`config.mk`:
```
export PLATFORM = sky130hd
export DESIGN_NAME = mps_sequencer
export DESIGN_NICKNAME = d
export VERILOG_FILES = /design/src/design/mps_pkg.sv /design/src/design/mps_sequencer.sv
export SDC_FILE = /design/constraint.sdc
export NUM_CORES = 1
export LEC_CHECK = 0
export ABC_AREA = 1
export BUFFER_PORTS_ARGS = -buffer_cell sky130_fd_sc_hd__buf_4
export CAP_MARGIN = 20
export CORE_MARGIN = 5
export CORE_UTILIZATION = 48
export CTS_BUF_LIST = sky130_fd_sc_hd__clkbuf_8 sky130_fd_sc_hd__clkbuf_16
export CTS_CLUSTER_DIAMETER = 30
export DETAILED_ROUTE_END_ITERATION = 7
export PLACE_DENSITY = 0.73
export SLEW_MARGIN = 20
export SYNTH_ARGS = -nofsm -noshare
export SYNTH_HDL_FRONTEND = slang
export SYNTH_SLANG_ARGS = --single-unit
```
`constraint.sdc`:
```
create_clock -name i_mclk -period 47.2 [get_ports i_mclk]
set_clock_uncertainty 0.2 [all_clocks]
set_input_delay 2.36 -clock i_mclk [delete_from_list [all_inputs] [get_ports i_mclk]]
set_output_delay 2.36 -clock i_mclk [all_outputs]
set_load 0.02 [all_outputs]
```
`src/design/mps_pkg.sv`:
```
package mps_pkg;

	// =====================================================
	// Timing
	// =====================================================
	localparam int          CLK_HZ          = 20000000;
	localparam int          CYC_W           = 16;
	localparam logic [15:0] CYCLE_LEN_RST   = 16'h03E8;
	localparam int          SEL_SETUP_NS    = 1000;
	localparam int          SEL_SETUP_CYC   = (SEL_SETUP_NS * (CLK_HZ / 1000000) + 999) / 1000;

	// =====================================================
	// Current balance
	// =====================================================
	localparam int          CUR_W           = 12;
	localparam int          WID_W           = 16;
	localparam int          FILT_SHIFT      = 3;
	localparam int          GAIN_SHIFT      = 2;

	typedef enum logic [1:0] {
		MPS_CH_TWO,
		MPS_CH_THREE,
		MPS_CH_FOUR
	} mps_chan_e;

endpackage : mps_pkg

```
`src/design/mps_sequencer.sv`:
```
`timescale 1ns/1ps
// Contract
// - Strap levels pick two, three or four channels
// - Cycle spans successive pulse starts, period programmed
// - Four channels: pulses spaced quarter cycle apart
// - Ch4 strap high, ch3 strap low: three channels, third spacing
// - Ch3 strap high: two channels, half spacing
// - Sample active channels each cycle, idle others
// - Average equals sum over active channel count
// - Filtered error trims each channel pulse width
// - Enable low: both regulators off, sample select
// - Capture select level on enable rising edge
// - Low means serial mode, high parallel mode
// - Parallel mode keeps bridge regulator disabled
module mps_sequencer (
	input  wire logic                      i_mclk,
	input  wire logic                      i_rst_n,
	input  wire logic                      i_enable,
	input  wire logic                      i_iface_mode_select_pin,
	input  wire logic                      i_ch3_sense_neg_strap,
	input  wire logic                      i_ch4_sense_neg_strap,
	input  wire logic [15:0]               i_cycle_len,
	input  wire logic [15:0]               i_error_amp_level,
	input  wire logic [4*mps_pkg::CUR_W-1:0] i_sense_current,
	output logic                           o_phase_pulse_one,
	output logic                           o_phase_pulse_two,
	output logic                           o_phase_pulse_three,
	output logic                           o_phase_pulse_four,
	output logic [3:0]                     o_sense_active,
	output logic                           o_core_enable,
	output logic                           o_bridge_enable,
	output logic                           o_serial_vid_mode,
	output logic                           o_parallel_vid_mode,
	output logic [mps_pkg::CUR_W-1:0]      o_cycle_average_current,
	output logic [1:0]                     o_chan_count
);

	// =====================================================
	// Input synchronisers
	// =====================================================
	logic [3:0] sync1;
	logic [3:0] sync2;
	logic       en_q;
	always_ff @(posedge i_mclk) begin
		if (!i_rst_n) begin
			sync1 <= 4'h0;
			sync2 <= 4'h0;
			en_q  <= 1'b0;
		end else begin
			sync1 <= {i_enable, i_iface_mode_select_pin, i_ch3_sense_neg_strap, i_ch4_sense_neg_strap};
			sync2 <= sync1;
			en_q  <= sync2[3];
		end
	end
	wire en_s   = sync2[3];
	wire sel_s  = sync2[2];
	wire s3     = sync2[1];
	wire s4     = sync2[0];

	// =====================================================
	// Mode latch and channel detection
	// =====================================================
	mps_pkg::mps_chan_e chans;
	mps_pkg::mps_chan_e next_chans;
	logic               sel_live;
	logic               next_sel_live;
	logic               mode_par;
	logic               next_mode_par;
	always_comb begin
		next_sel_live = sel_live;
		next_mode_par = mode_par;
		next_chans    = chans;
		if (!en_s) begin
			next_sel_live = sel_s;
			if (s3)
				next_chans = mps_pkg::MPS_CH_TWO;
			else if (s4)
				next_chans = mps_pkg::MPS_CH_THREE;
			else
				next_chans = mps_pkg::MPS_CH_FOUR;
		end
		if (en_s && !en_q)
			next_mode_par = sel_live;
	end
	always_ff @(posedge i_mclk) begin
		if (!i_rst_n) begin
			sel_live <= 1'b0;
			mode_par <= 1'b0;
			chans    <= mps_pkg::MPS_CH_FOUR;
		end else begin
			sel_live <= next_sel_live;
			mode_par <= next_mode_par;
			chans    <= next_chans;
		end
	end

	// =====================================================
	// Cycle timebase
	// =====================================================
	function automatic logic [1:0] nch_m1(input mps_pkg::mps_chan_e c);
		case (c)
			mps_pkg::MPS_CH_TWO:   nch_m1 = 2'd1;
			mps_pkg::MPS_CH_THREE: nch_m1 = 2'd2;
			default:               nch_m1 = 2'd3;
		endcase
	endfunction : nch_m1

	logic [15:0] cnt;
	logic [15:0] next_cnt;
	logic [1:0]  slot;
	logic [1:0]  next_slot;
	logic [15:0] slot_len;
	wire  [1:0]  last_slot = nch_m1(chans);
	wire         run = en_s && en_q;
	always_comb begin
		case (chans)
			mps_pkg::MPS_CH_TWO:   slot_len = i_cycle_len >> 1;
			mps_pkg::MPS_CH_THREE: slot_len = 16'((32'(i_cycle_len) * 32'd21846) >> 16);
			default:               slot_len = i_cycle_len >> 2;
		endcase
		next_cnt  = cnt;
		next_slot = slot;
		if (!run) begin
			next_cnt  = 16'h0000;
			next_slot = 2'h0;
		end else if (cnt + 16'h0001 >= slot_len) begin
			next_cnt  = 16'h0000;
			next_slot = (slot == last_slot) ? 2'h0 : slot + 2'h1;
		end else
			next_cnt = cnt + 16'h0001;
	end
	always_ff @(posedge i_mclk) begin
		if (!i_rst_n) begin
			cnt  <= 16'h0000;
			slot <= 2'h0;
		end else begin
			cnt  <= next_cnt;
			slot <= next_slot;
		end
	end
	wire slot_start = run && (cnt == 16'h0000);
	wire cyc_end    = run && (next_cnt == 16'h0000) && (slot == last_slot);

	// =====================================================
	// Current balance and pulse generation
	// =====================================================
	logic [mps_pkg::CUR_W-1:0] samp [4];
	logic [mps_pkg::CUR_W-1:0] avg;
	logic [mps_pkg::CUR_W-1:0] next_avg;
	logic signed [17:0]        filt [4];
	logic signed [17:0]        next_filt [4];
	logic [3:0]                pulse;
	logic [3:0]                next_pulse;
	logic [3:0]                act;
	logic [15:0]               width [4];
	logic [mps_pkg::CUR_W+1:0] sum;
	always_comb begin
		act = (chans == mps_pkg::MPS_CH_TWO) ? 4'h3 :
			(chans == mps_pkg::MPS_CH_THREE) ? 4'h7 : 4'hF;
		sum = '0;
		for (int i = 0; i < 4; i++)
			if (act[i])
				sum = sum + (mps_pkg::CUR_W+2)'(samp[i]);
		next_avg = avg;
		if (cyc_end)
			next_avg = mps_pkg::CUR_W'(sum / ({2'b00, last_slot} + 4'h1));
	end
	generate
		for (genvar g = 0; g < 4; g++) begin : g_ch
			// Channel g fires in slot (last - g) so ch1 fires last in the cycle
			wire [1:0] my_slot = last_slot - 2'(g);
			// Error is taken against the average of the same cycle's samples
			wire signed [17:0] err   = $signed({6'h00, next_avg}) - $signed({6'h00, samp[g]});
			wire signed [17:0] diff  = err - filt[g];
			wire signed [17:0] step  = diff >>> mps_pkg::FILT_SHIFT;
			// A step that truncates to zero still moves one count, so no offset is left behind
			wire signed [17:0] nudge = (step != 18'sh00000) ? step :
				(diff == 18'sh00000) ? 18'sh00000 : (diff[17] ? 18'sh3FFFF : 18'sh00001);
			always_comb begin
				next_filt[g] = filt[g];
				if (cyc_end && act[g])
					next_filt[g] = filt[g] + nudge;
				width[g] = 16'(i_error_amp_level + 16'(filt[g] >>> mps_pkg::GAIN_SHIFT));
				next_pulse[g] = 1'b0;
				if (run && act[g] && slot == my_slot && cnt < width[g] && cnt < slot_len)
					next_pulse[g] = 1'b1;
			end
			always_ff @(posedge i_mclk) begin
				if (!i_rst_n) begin
					filt[g]  <= '0;
					samp[g]  <= '0;
					pulse[g] <= 1'b0;
				end else begin
					filt[g]  <= next_filt[g];
					pulse[g] <= next_pulse[g];
					if (slot_start && slot == my_slot && act[g])
						samp[g] <= i_sense_current[g*mps_pkg::CUR_W +: mps_pkg::CUR_W];
				end
			end
		end
	endgenerate

	always_ff @(posedge i_mclk) begin
		if (!i_rst_n) begin
			avg                     <= '0;
			o_phase_pulse_one       <= 1'b0;
			o_phase_pulse_two       <= 1'b0;
			o_phase_pulse_three     <= 1'b0;
			o_phase_pulse_four      <= 1'b0;
			o_sense_active          <= 4'h0;
			o_core_enable           <= 1'b0;
			o_bridge_enable         <= 1'b0;
			o_serial_vid_mode       <= 1'b0;
			o_parallel_vid_mode     <= 1'b0;
			o_cycle_average_current <= '0;
			o_chan_count            <= 2'h0;
		end else begin
			avg                     <= next_avg;
			o_phase_pulse_one       <= pulse[0];
			o_phase_pulse_two       <= pulse[1];
			o_phase_pulse_three     <= pulse[2];
			o_phase_pulse_four      <= pulse[3];
			o_sense_active          <= run ? act : 4'h0;
			o_core_enable           <= run;
			o_bridge_enable         <= run && !mode_par;
			o_serial_vid_mode       <= run && !mode_par;
			o_parallel_vid_mode     <= run && mode_par;
			o_cycle_average_current <= avg;
			o_chan_count            <= last_slot;
		end
	end

	// =====================================================
	// Checks
	// =====================================================
	a_off_when_low: assert property (@(posedge i_mclk) disable iff (!i_rst_n)
		!en_s |=> !o_core_enable && !o_bridge_enable) else $error("regulator on while disabled");
	a_mode_capture: assert property (@(posedge i_mclk) disable iff (!i_rst_n)
		en_s && !en_q |=> mode_par == $past(sel_live)) else $error("mode not captured");
	a_mode_hold: assert property (@(posedge i_mclk) disable iff (!i_rst_n)
		en_s && en_q |=> $stable(mode_par)) else $error("mode changed while enabled");
	a_bridge_par: assert property (@(posedge i_mclk) disable iff (!i_rst_n)
		o_parallel_vid_mode |-> !o_bridge_enable) else $error("bridge on in parallel");
	a_mode_excl: assert property (@(posedge i_mclk) disable iff (!i_rst_n)
		!(o_serial_vid_mode && o_parallel_vid_mode)) else $error("both modes");
	a_two_ch: assert property (@(posedge i_mclk) disable iff (!i_rst_n)
		!en_s && s3 |=> chans == mps_pkg::MPS_CH_TWO) else $error("two channel detect");
	a_three_ch: assert property (@(posedge i_mclk) disable iff (!i_rst_n)
		!en_s && !s3 && s4 |=> chans == mps_pkg::MPS_CH_THREE) else $error("three channel detect");
	a_idle_chan: assert property (@(posedge i_mclk) disable iff (!i_rst_n)
		chans == mps_pkg::MPS_CH_TWO |=> !o_phase_pulse_three && !o_phase_pulse_four && !o_sense_active[3])
		else $error("idle channel active");
	a_slot_wrap: assert property (@(posedge i_mclk) disable iff (!i_rst_n)
		run && slot > last_slot |-> 1'b0) else $error("slot out of range");
	a_avg_upd: assert property (@(posedge i_mclk) disable iff (!i_rst_n)
		!cyc_end |=> $stable(avg)) else $error("average changed mid cycle");

endmodule : mps_sequencer

```
==> results of run 1 <==
layer usage:
| layer | up-vias | wire [um] |
|---|---|---|
| li1 | 13000 | - |
| met1 | 11600 | 33900 |
| met2 | 508 | 34700 |
| met3 | 88 | 3410 |
| met4 | 0 | 1810 |
| met5 | - | 0 |
synthesized netlist by cell type (8+ instances only):
master / number
nor3_1: 29
ha_1: 514
xor2_1: 201
fa_1: 85
and2_1: 9
o21bai_1: 77
o21a_1: 8
inv_2: 15
xnor2_1: 51
a21oi_1: 332
a31oi_1: 10
nand3_2: 28
o211ai_1: 17
nand2_2: 31
nand3b_1: 18
nand4_1: 45
nor2_2: 12
clkbuf_1: 38
dfxtp_1: 143
nor2_4: 14
nor2_1: 303
or2_2: 17
edfxtp_1: 48
o21ai_1: 8
inv_1: 806
a21o_1: 29
o21ai_0: 173
o21ai_2: 8
nand2_1: 552
nor4_1: 15
a211oi_1: 16
nand2_4: 31
nand3_1: 163
layout make-up:
| cell class | count | area share (%) |
|---|---|---|
| clock buffers | 17 | 1.39 |
| multi-input cells | 2862 | 67.6 |
| repair buffers | 125 | 3.06 |
| flip-flops and latches | 191 | 14.0 |
| inverters | 827 | 10.2 |
| clock inverters | 15 | 0.567 |
| well taps | 773 | 3.15 |
logic make-up after synthesis:
| family | after synthesis |
|---|---|
| DFF | 191 |
| adders and majority gates | 599 |
| other | 1 |
| buffers and inverters | 879 |
| muxes | 3 |
| AOI/OAI and AO/OA | 715 |
| xor gates and xnor gates | 252 |
| and+or+nand+nor | 1292 |
critical path: cells and delay by family, from the launching register on:
family / cells / cell delay, ns
DFF: 1 / 0.36
xor gates and xnor gates: 3 / 0.56
adders and majority gates: 23 / 7.04
buffers and inverters: 36 / 3.18
AOI/OAI and AO/OA: 56 / 9.44
and+or+nand+nor: 93 / 10.53
registers in the layout (all words and copies together), names as in the netlist, 2 cells and up:
register and flops:
o_sense_active 3, filt 72, cnt 16, sync2 4
pulse 4, samp 48, slot 2, avg 12
o_chan_count 2, sync1 4, chans 2, o_cycle_average_current 12
worst paths after layout:
check / start / end / slack [ns] / cells past startpoint
min reg2reg: mode_par / o_serial_vid_mode / 0.21 / 1
min: mode_par / o_serial_vid_mode / 0.21 / 1
max reg2reg: samp[1][0] / filt[3][16] / 15.79 / 211
max: samp[1][0] / filt[3][16] / 15.79 / 211
through the flow:
step	instances	setup slack [ns]	util, %	hold WS, ns
floorplan	3932	19.90	-	0.190
global placement	4778	16.96	51.1	0.198
detailed placement	4778	15.96	51.1	0.200
CTS	4810	15.84	52.1	0.218
global route	4810	11.89	52.1	0.247
finish	4810	15.79	52.1	0.213
cells in the final DEF (no fill, tap or decap), drive strengths merged, types with 17 or more instances in the layout:
master / count
fa: 85
edfxtp: 48
o21ai: 189
nand4: 51
a21o: 29
buf: 125
or2: 22
inv: 832
nand3b: 18
a21oi: 336
nor3: 31
ha: 514
xnor2: 51
clkbuf: 17
xor2: 201
o21bai: 77
dfxtp: 143
nor2: 330
nand3: 197
o211ai: 17
nand2: 615
==> metrics.md, run 1 <==
| Metric | Value |
|---|---|
| Violation count after the first detailed-route iteration | between 1,000 and 1,500 |
| Final max-slew violation count | 0 |
| Global-route wire length before repair | 119 mm |
| Met3 Usage GRT | under 10% |
| Diode count | 0 |
| Share of layout cells above drive strength 1 | under 10% |
| Vias after detailed routing | about 25,000 |
| Final estimated routing congestion in global placement | approximately 0.90 |
| Count of warnings emitted by yosys | 0 |
| Global route total overflow | 0 |
| Cell accounting for the most synthesized area | ha_1 |
| XOR/XNOR share of the synthesized area | approximately 7.8% |
| Placement row count | between 80 and 90 |
| Routing usage on met2 | between 30% and 40% |
| Summed area of non-filler cells in the final layout | between 30,000 and 40,000 um^2 |
| Depth of the CTS H-tree | 4 |
| DRC viols | 0 |
| Detailed placement HPWL | roughly 60 mm |
| CTS sink count | approximately 190 |
| Biggest area contributors in the synthesized netlist | ha_1 23%, inv_1 11%, dfxtp_1 10%, nand2_1 7.3%, xor2_1 6.2% |
| Class of the tightest hold or removal check | flop to flop |
| TritonCTS clock tree | yes |
| Combinational family with the most area after synthesis | adder cells |
| Transition at the pin with the smallest max-transition slack | approximately 1.0 ns |
| Min Clock Period, post-route | around 31 ns |
| Worst-Skew Late Latency | approximately 0.50 ns |
| Synth-to-Final Area Change | 7.87% |
| EDFF count, synth | 48 |
| Die area | between 60,000 and 70,000 um^2 |
| Register area share after synthesis | ~15% |
| Area of the core | ~59,000 um^2 |
| Chip Height | roughly 250 um |
| Number of global-route vias before repair | between 20,000 and 25,000 |
| Antenna violation net count after detailed routing | 0 |
| Post-synth ARST share | 0% |
| Critical path endpoint category | flop |
| Most used DFF post-synth | dfxtp_1 |
| Busiest metal layer after global routing | met2 |
| Root Buffer | clkbuf_16 |
| Req. time, crit path | 47.42 ns |
| Final Hold Violating Endpoints | 0 |
| Via density per instance | about 5.2 |
| FMAX | roughly 0.032 GHz |
| Top Ports | about 110 |
| Most common cell type on the critical path | nand2_1 |
| Final clock period utilization by the worst path | 66.5% |
| Sequential cell area | ~4300 um^2 |
| Wirelength per Cell | roughly 15 um |
| Initial standard-cell utilization of the core | roughly half |
| Footprint of the multi-input gates | 20,700 um^2 |
| Proportion of netlist area held by the largest area contributor | around 23% |
| Number of buffers inserted during clock tree synthesis | 17 |
| Filler Cells Inserted | between 5,000 and 6,000 |
| Area fraction in compound gates after synthesis | between 10% and 20% |
| Count of mapped cells out of synthesis | just under 4,000 |
| Area share of fa/ha/maj cells after synthesis | between 20% and 30% |
| Clock transition at the registers of the reported paths | 0.08 ns |
| Placed Area | 30,100 um^2 |
| Number of nets in the layout | roughly 4,700 |
| Synth unique cells | 66 |
| Longest Clk Path Bufs | 2 |
| Combined global-route utilization of all metal layers | ~23% |
| Port Buffer Count | between 100 and 150 |
| Critical path start-end classification | flop to flop |
| Cell with the biggest individual delay on the critical path | a21oi_1 |
| Worst-case headroom to the max-slew limit | a little under a third |
| Element type at the critical path start | flop |
| Total wire length after detailed routing | roughly 74 mm |
| Number of storage elements in the synthesis netlist | approximately 190 |
| Cell area after technology mapping | ~28,000 um^2 |
| Synthesized netlist net count | approximately 4,600 |
| Number of antenna violations at the first check in global routing | 0 |
| Horiz. Die Dim | about 250 um |
| Max-cap violations | 0 |
| CP max FO | 12 |
| Fraction of synthesized area in multiplexers | 0.106% |
| Arrival time worst endpoint | 31.63 ns |
| Met1 routing resource usage after global routing | a little over 30% |
| Delay contributed by the slowest stage of the critical path | ~0.42 ns |
| Postcts setup bufs | 0 |
| Result of the run | finished clean |
| Post-CTS sizing | 0 |
| Mean cell area of the mapped netlist | around 7.2 um^2 |
| Number of buffers added to fix hold violations after cts | 0 |
| Unrepaired setup endpoints after global routing | false |
| Setup TNS after final layout | 0 ns |
| # setup viols final | 0 |
| Post-Synth Simple-Gate Area | between 20% and 30% |
| Largest net degree at the start of global routing | 83 |
| Drt first pass iters | 5 |
Power of run 1 is not shown: default switching activity piles up to over one toggle a cycle in this logic, so the estimate is an artifact.
==> inputs of run 2 (changes only) <==
--- a/config.mk
+++ b/config.mk
@@ -5,7 +5,7 @@
 export SDC_FILE = /design/constraint.sdc
 export NUM_CORES = 1
 export LEC_CHECK = 0
-export ABC_AREA = 1
+export ABC_AREA = 0
 export BUFFER_PORTS_ARGS = -buffer_cell sky130_fd_sc_hd__buf_4
 export CAP_MARGIN = 20
 export CORE_MARGIN = 5
@@ -13,7 +13,7 @@
 export CTS_BUF_LIST = sky130_fd_sc_hd__clkbuf_8 sky130_fd_sc_hd__clkbuf_16
 export CTS_CLUSTER_DIAMETER = 30
 export DETAILED_ROUTE_END_ITERATION = 7
-export PLACE_DENSITY = 0.73
+export PLACE_DENSITY = 0.74
 export SLEW_MARGIN = 20
 export SYNTH_ARGS = -nofsm -noshare
 export SYNTH_HDL_FRONTEND = slang
==> constraint.sdc (replaced) <==
create_clock -name i_mclk -period 29.2 [get_ports i_mclk]
set_clock_uncertainty 0.2 [all_clocks]
set_input_delay 1.46 -clock i_mclk [delete_from_list [all_inputs] [get_ports i_mclk]]
set_output_delay 1.46 -clock i_mclk [all_outputs]
set_load 0.02 [all_outputs]
==> run 2 against run 1 <==
The run now ends with negative setup slack left. Maximum frequency increased by 5.8%. Setup slack worse by 16 ns. Global-route usage is 2.1 points higher. Register-to-register slack worse by 16 ns. Sequential share of layout area fell by 1.4 points. Critical path depth shrank 39. Die area fell by 5.2%. Synthesized area shrank 5.4%. First-iteration DRC count is 17% higher. Flip-flop and latch count stayed put. Utilization up 9.4 points. Final cell count fell by 4.9%. Highest routed layer is now met5.
==> metrics.md, run 2 <==
| Metric | Value |
|---|---|
| Cell with the biggest individual delay on the critical path | or3_4 |
| Number of global-route vias before repair | around 25,000 |
| Result of the run | finished with violations |
| FF-to-FF End | filt[1][16] |
| Placement row count | between 80 and 90 |
| Combined global-route utilization of all metal layers | between 20% and 30% |
| Worst slack at placement | -0.904 ns |
| Commonest cells in the netlist | 514 x ha_1, 393 x inv_1, 275 x a21oi_1 |
| Arrival time worst endpoint | 29.87 ns |
| Vias after detailed routing | about 25,000 |
| Via density per instance | about 5.6 |
| Req. time, crit path | 29.38 ns |
| Share of layout cells above drive strength 1 | about a quarter |
| Class of the tightest hold or removal check | flop to flop |
| CTS sink count | about 190 |
| Cell area after technology mapping | roughly 27,000 um^2 |
| Summed area of non-filler cells in the final layout | around 34,000 um^2 |
| Final clock period utilization by the worst path | 102% |
| Most common cell type on the critical path | o21a_1 |
| Largest register by flop count | filt |
| Startpoint of the lowest-slack hold path | pulse[2] |
| Initial standard-cell utilization of the core | about half |
| Met2 Wirelength | between 30 and 40 mm |
| Number of nets in the layout | 4,497 |
| Largest net degree at the start of global routing | 75 |
| Violation count after the first detailed-route iteration | 1,748 |
| Min Clock Period, post-route | a little under 30 ns |
| Total routed wire length on the met1 layer | approximately 34 mm |
| Die area | 60,900 um^2 |
| Horiz. Die Dim | between 200 and 250 um |
| DRC viols | 0 |
| Global-route wire length before repair | approximately 120 mm |
| Violations in the final reports | negative setup slack |
| Number of buffers inserted during clock tree synthesis | 17 |
| Count of warnings emitted by yosys | 0 |
| Endpoint, Worst Hold | o_phase_pulse_three |
| Flip-flop count of the largest register, all copies and words added | 72 |
| Most used DFF post-synth | dfxtp_1 |
| Final Hold Violating Endpoints | 0 |
| Total wire length after detailed routing | roughly 80 mm |
| Clock transition at the registers of the reported paths | ~0.080 ns |
| Max-cap violations | 0 |
| Post-synth ARST share | 0% |
| TritonCTS clock tree | yes |
| Depth of the CTS H-tree | 4 |
| Wirelength per Cell | 17.4 um |
| EDFF count, synth | 48 |
| Area of the core | ~55,000 um^2 |
| Placed Area | roughly 31,000 um^2 |
| Diode count | 0 |
| Number of antenna violations at the first check in global routing | 1 |
| Unrepaired setup endpoints after global routing | true |
| Sequential cell area | about 4300 um^2 |
| Min-Delay Path Depth | 1 |
| Filler-free cell count of the finished design | 4,573 |
| Cell accounting for the most synthesized area | ha_1 |
| Count of mapped cells out of synthesis | around 3,300 |
| R2r startpoint | samp[0][0] |
| Filler Cells Inserted | 4,648 |
| Detailed placement HPWL | around 63 mm |
| Synth-to-Final Area Change | 26.6% |
| Registers with the highest flip-flop counts | filt: 72 flops, samp: 48 flops, cnt: 16 flops |
| Biggest area contributors in the synthesized netlist | ha_1 24%, dfxtp_1 11%, xnor2_1 6.6%, fa_1 6.3%, inv_1 5.5% |
| # setup viols final | 16 |
| FMAX | between 0.03 and 0.04 GHz |
| Transition at the pin with the smallest max-transition slack | roughly 1.2 ns |
| Mean cell area of the mapped netlist | ~8 um^2 |
| Number of buffers added to fix hold violations after cts | 0 |
| Chip Height | about 250 um |
| Element type at the critical path start | flop |
| Most common cell in the synthesized netlist | ha_1 |
| Global route total overflow | 0 |
| Drt first pass iters | 5 |
| Longest Clk Path Bufs | 2 |
| Instance count after placement with tap cells included | approximately 4,400 |
| Top Ports | 112 |
| Delay contributed by the slowest stage of the critical path | 0.43 ns |
| Top sig layer | met5 |
| Synthesized netlist net count | about 4,000 |
| Final estimated routing congestion in global placement | 0.975 |
| Worst reg2reg path depth | 172 |
| Worst-case headroom to the max-slew limit | roughly 22% |
| Setup WS post-layout | -0.492 ns |
| Synth unique cells | 100 |
| Final max-slew violation count | 0 |
| Most common cell after layout, fill and taps aside | buf_4 |
| Number of storage elements in the synthesis netlist | between 150 and 200 |
| Met3 WL | 4.31 mm |
| Critical path start-end classification | flop to flop |
| Register area share after synthesis | ~16% |
| CP max FO | 5 |
| Proportion of netlist area held by the largest area contributor | between 20% and 30% |
| Reg2Reg Setup Slack | -0.49 ns |
| Critical path endpoint category | flop |
| Port Buffer Count | ~110 |
| Footprint of the multi-input gates | 22,200 um^2 |
| Top library cells by usage in the layout, fill and taps aside | 584 x buf_4, 488 x ha_1, 387 x inv_1 |
| Finished Core Util | roughly 60% |
| Antenna violation net count after detailed routing | 0 |
| Root Buffer | clkbuf_16 |
| Worst-Skew Late Latency | approximately 0.50 ns |
-- run 2: changes by cell type in the layout (fill, tap and decap cells not counted), moves of 58 or more --
cell	before	now
xnor2_1	51	167
buf_4	125	584
inv_1	806	387
a21oi_1	332	214
a21o_1	29	116
a21oi_2	3	61
o21ai_0	169	94
nand3_1	163	41
xor2_1	201	73
nand2_1	551	135
nor2_1	303	244
and2_1	9	96
nand2b_1	0	61
-- run 2: metrics by stage --
step	hold WS [ns]	TNS, ns
2_1_floorplan	0.206	0
3_3_place_gp	0.213	0
4_1_cts	0.236	0
3_5_place_dp	0.218	-12.29
5_1_grt	0.245	-62.78
6_report	0.235	-4.45
-- run 2: layout make-up --
type | count | area share (%)
inverter | 396 | 4.37
clock buffer | 20 | 1.40
tap | 748 | 2.75
sequential | 191 | 12.6
multi-input combinational | 2613 | 65.3
clock inverter | 12 | 0.356
timing repair buffer | 593 | 13.2
-- run 2: critical path, delay by kind of cell (launching register included) --
family | cells | cell delay, ns
compound gates | 79 | 12.61
xor+xnor | 4 | 0.73
fa+ha+maj | 23 | 6.17
buf+inv | 9 | 0.91
flops | 1 | 0.36
mux | 7 | 1.83
simple gates | 50 | 6.74
-- run 2: worst max path at each step --
| stage | startpoint | endpoint |
|---|---|---|
| 2_1_floorplan | samp[0][0] | filt[1][16] |
| 3_5_place_dp | samp[1][0] | filt[1][17] |
| 4_1_cts | samp[1][0] | filt[0][16] |
| 5_1_grt | samp[0][0] | filt[1][16] |
| 3_3_place_gp | samp[0][0] | filt[0][17] |
| 6_report | samp[0][0] | filt[1][16] |
-- run 2: cell families (layout without fill, tap and decap cells) --
logic type / after synthesis / in the layout / synth area share [%]
buf+inv: 460 / 1021 / 6.51
flops: 191 / 191 / 16.0
xor+xnor: 276 / 276 / 8.99
simple gates: 840 / 840 / 15.6
fa+ha+maj: 600 / 600 / 30.3
mux: 50 / 50 / 2.01
other cells: 1 / 1 / 0.0139
compound gates: 846 / 846 / 20.6
-- run 2: routing by layer --
layer | track usage [%] | vias to the layer above
met5 | 0 | -
met4 | 8.75 | 2
met3 | 3.13 | 161
met2 | 43.0 | 732
met1 | 31.9 | 12000
li1 | - | 12500
-- run 2: timing repair --
action                                  4_1_cts  5_1_grt
buffers inserted                             80       66
pin swaps                                    99      223
gates resized for setup                      66      146
endpoints found under the setup margin       35       72
endpoints found under the hold margin         0        0
Power of run 2 is left out for the same reason.
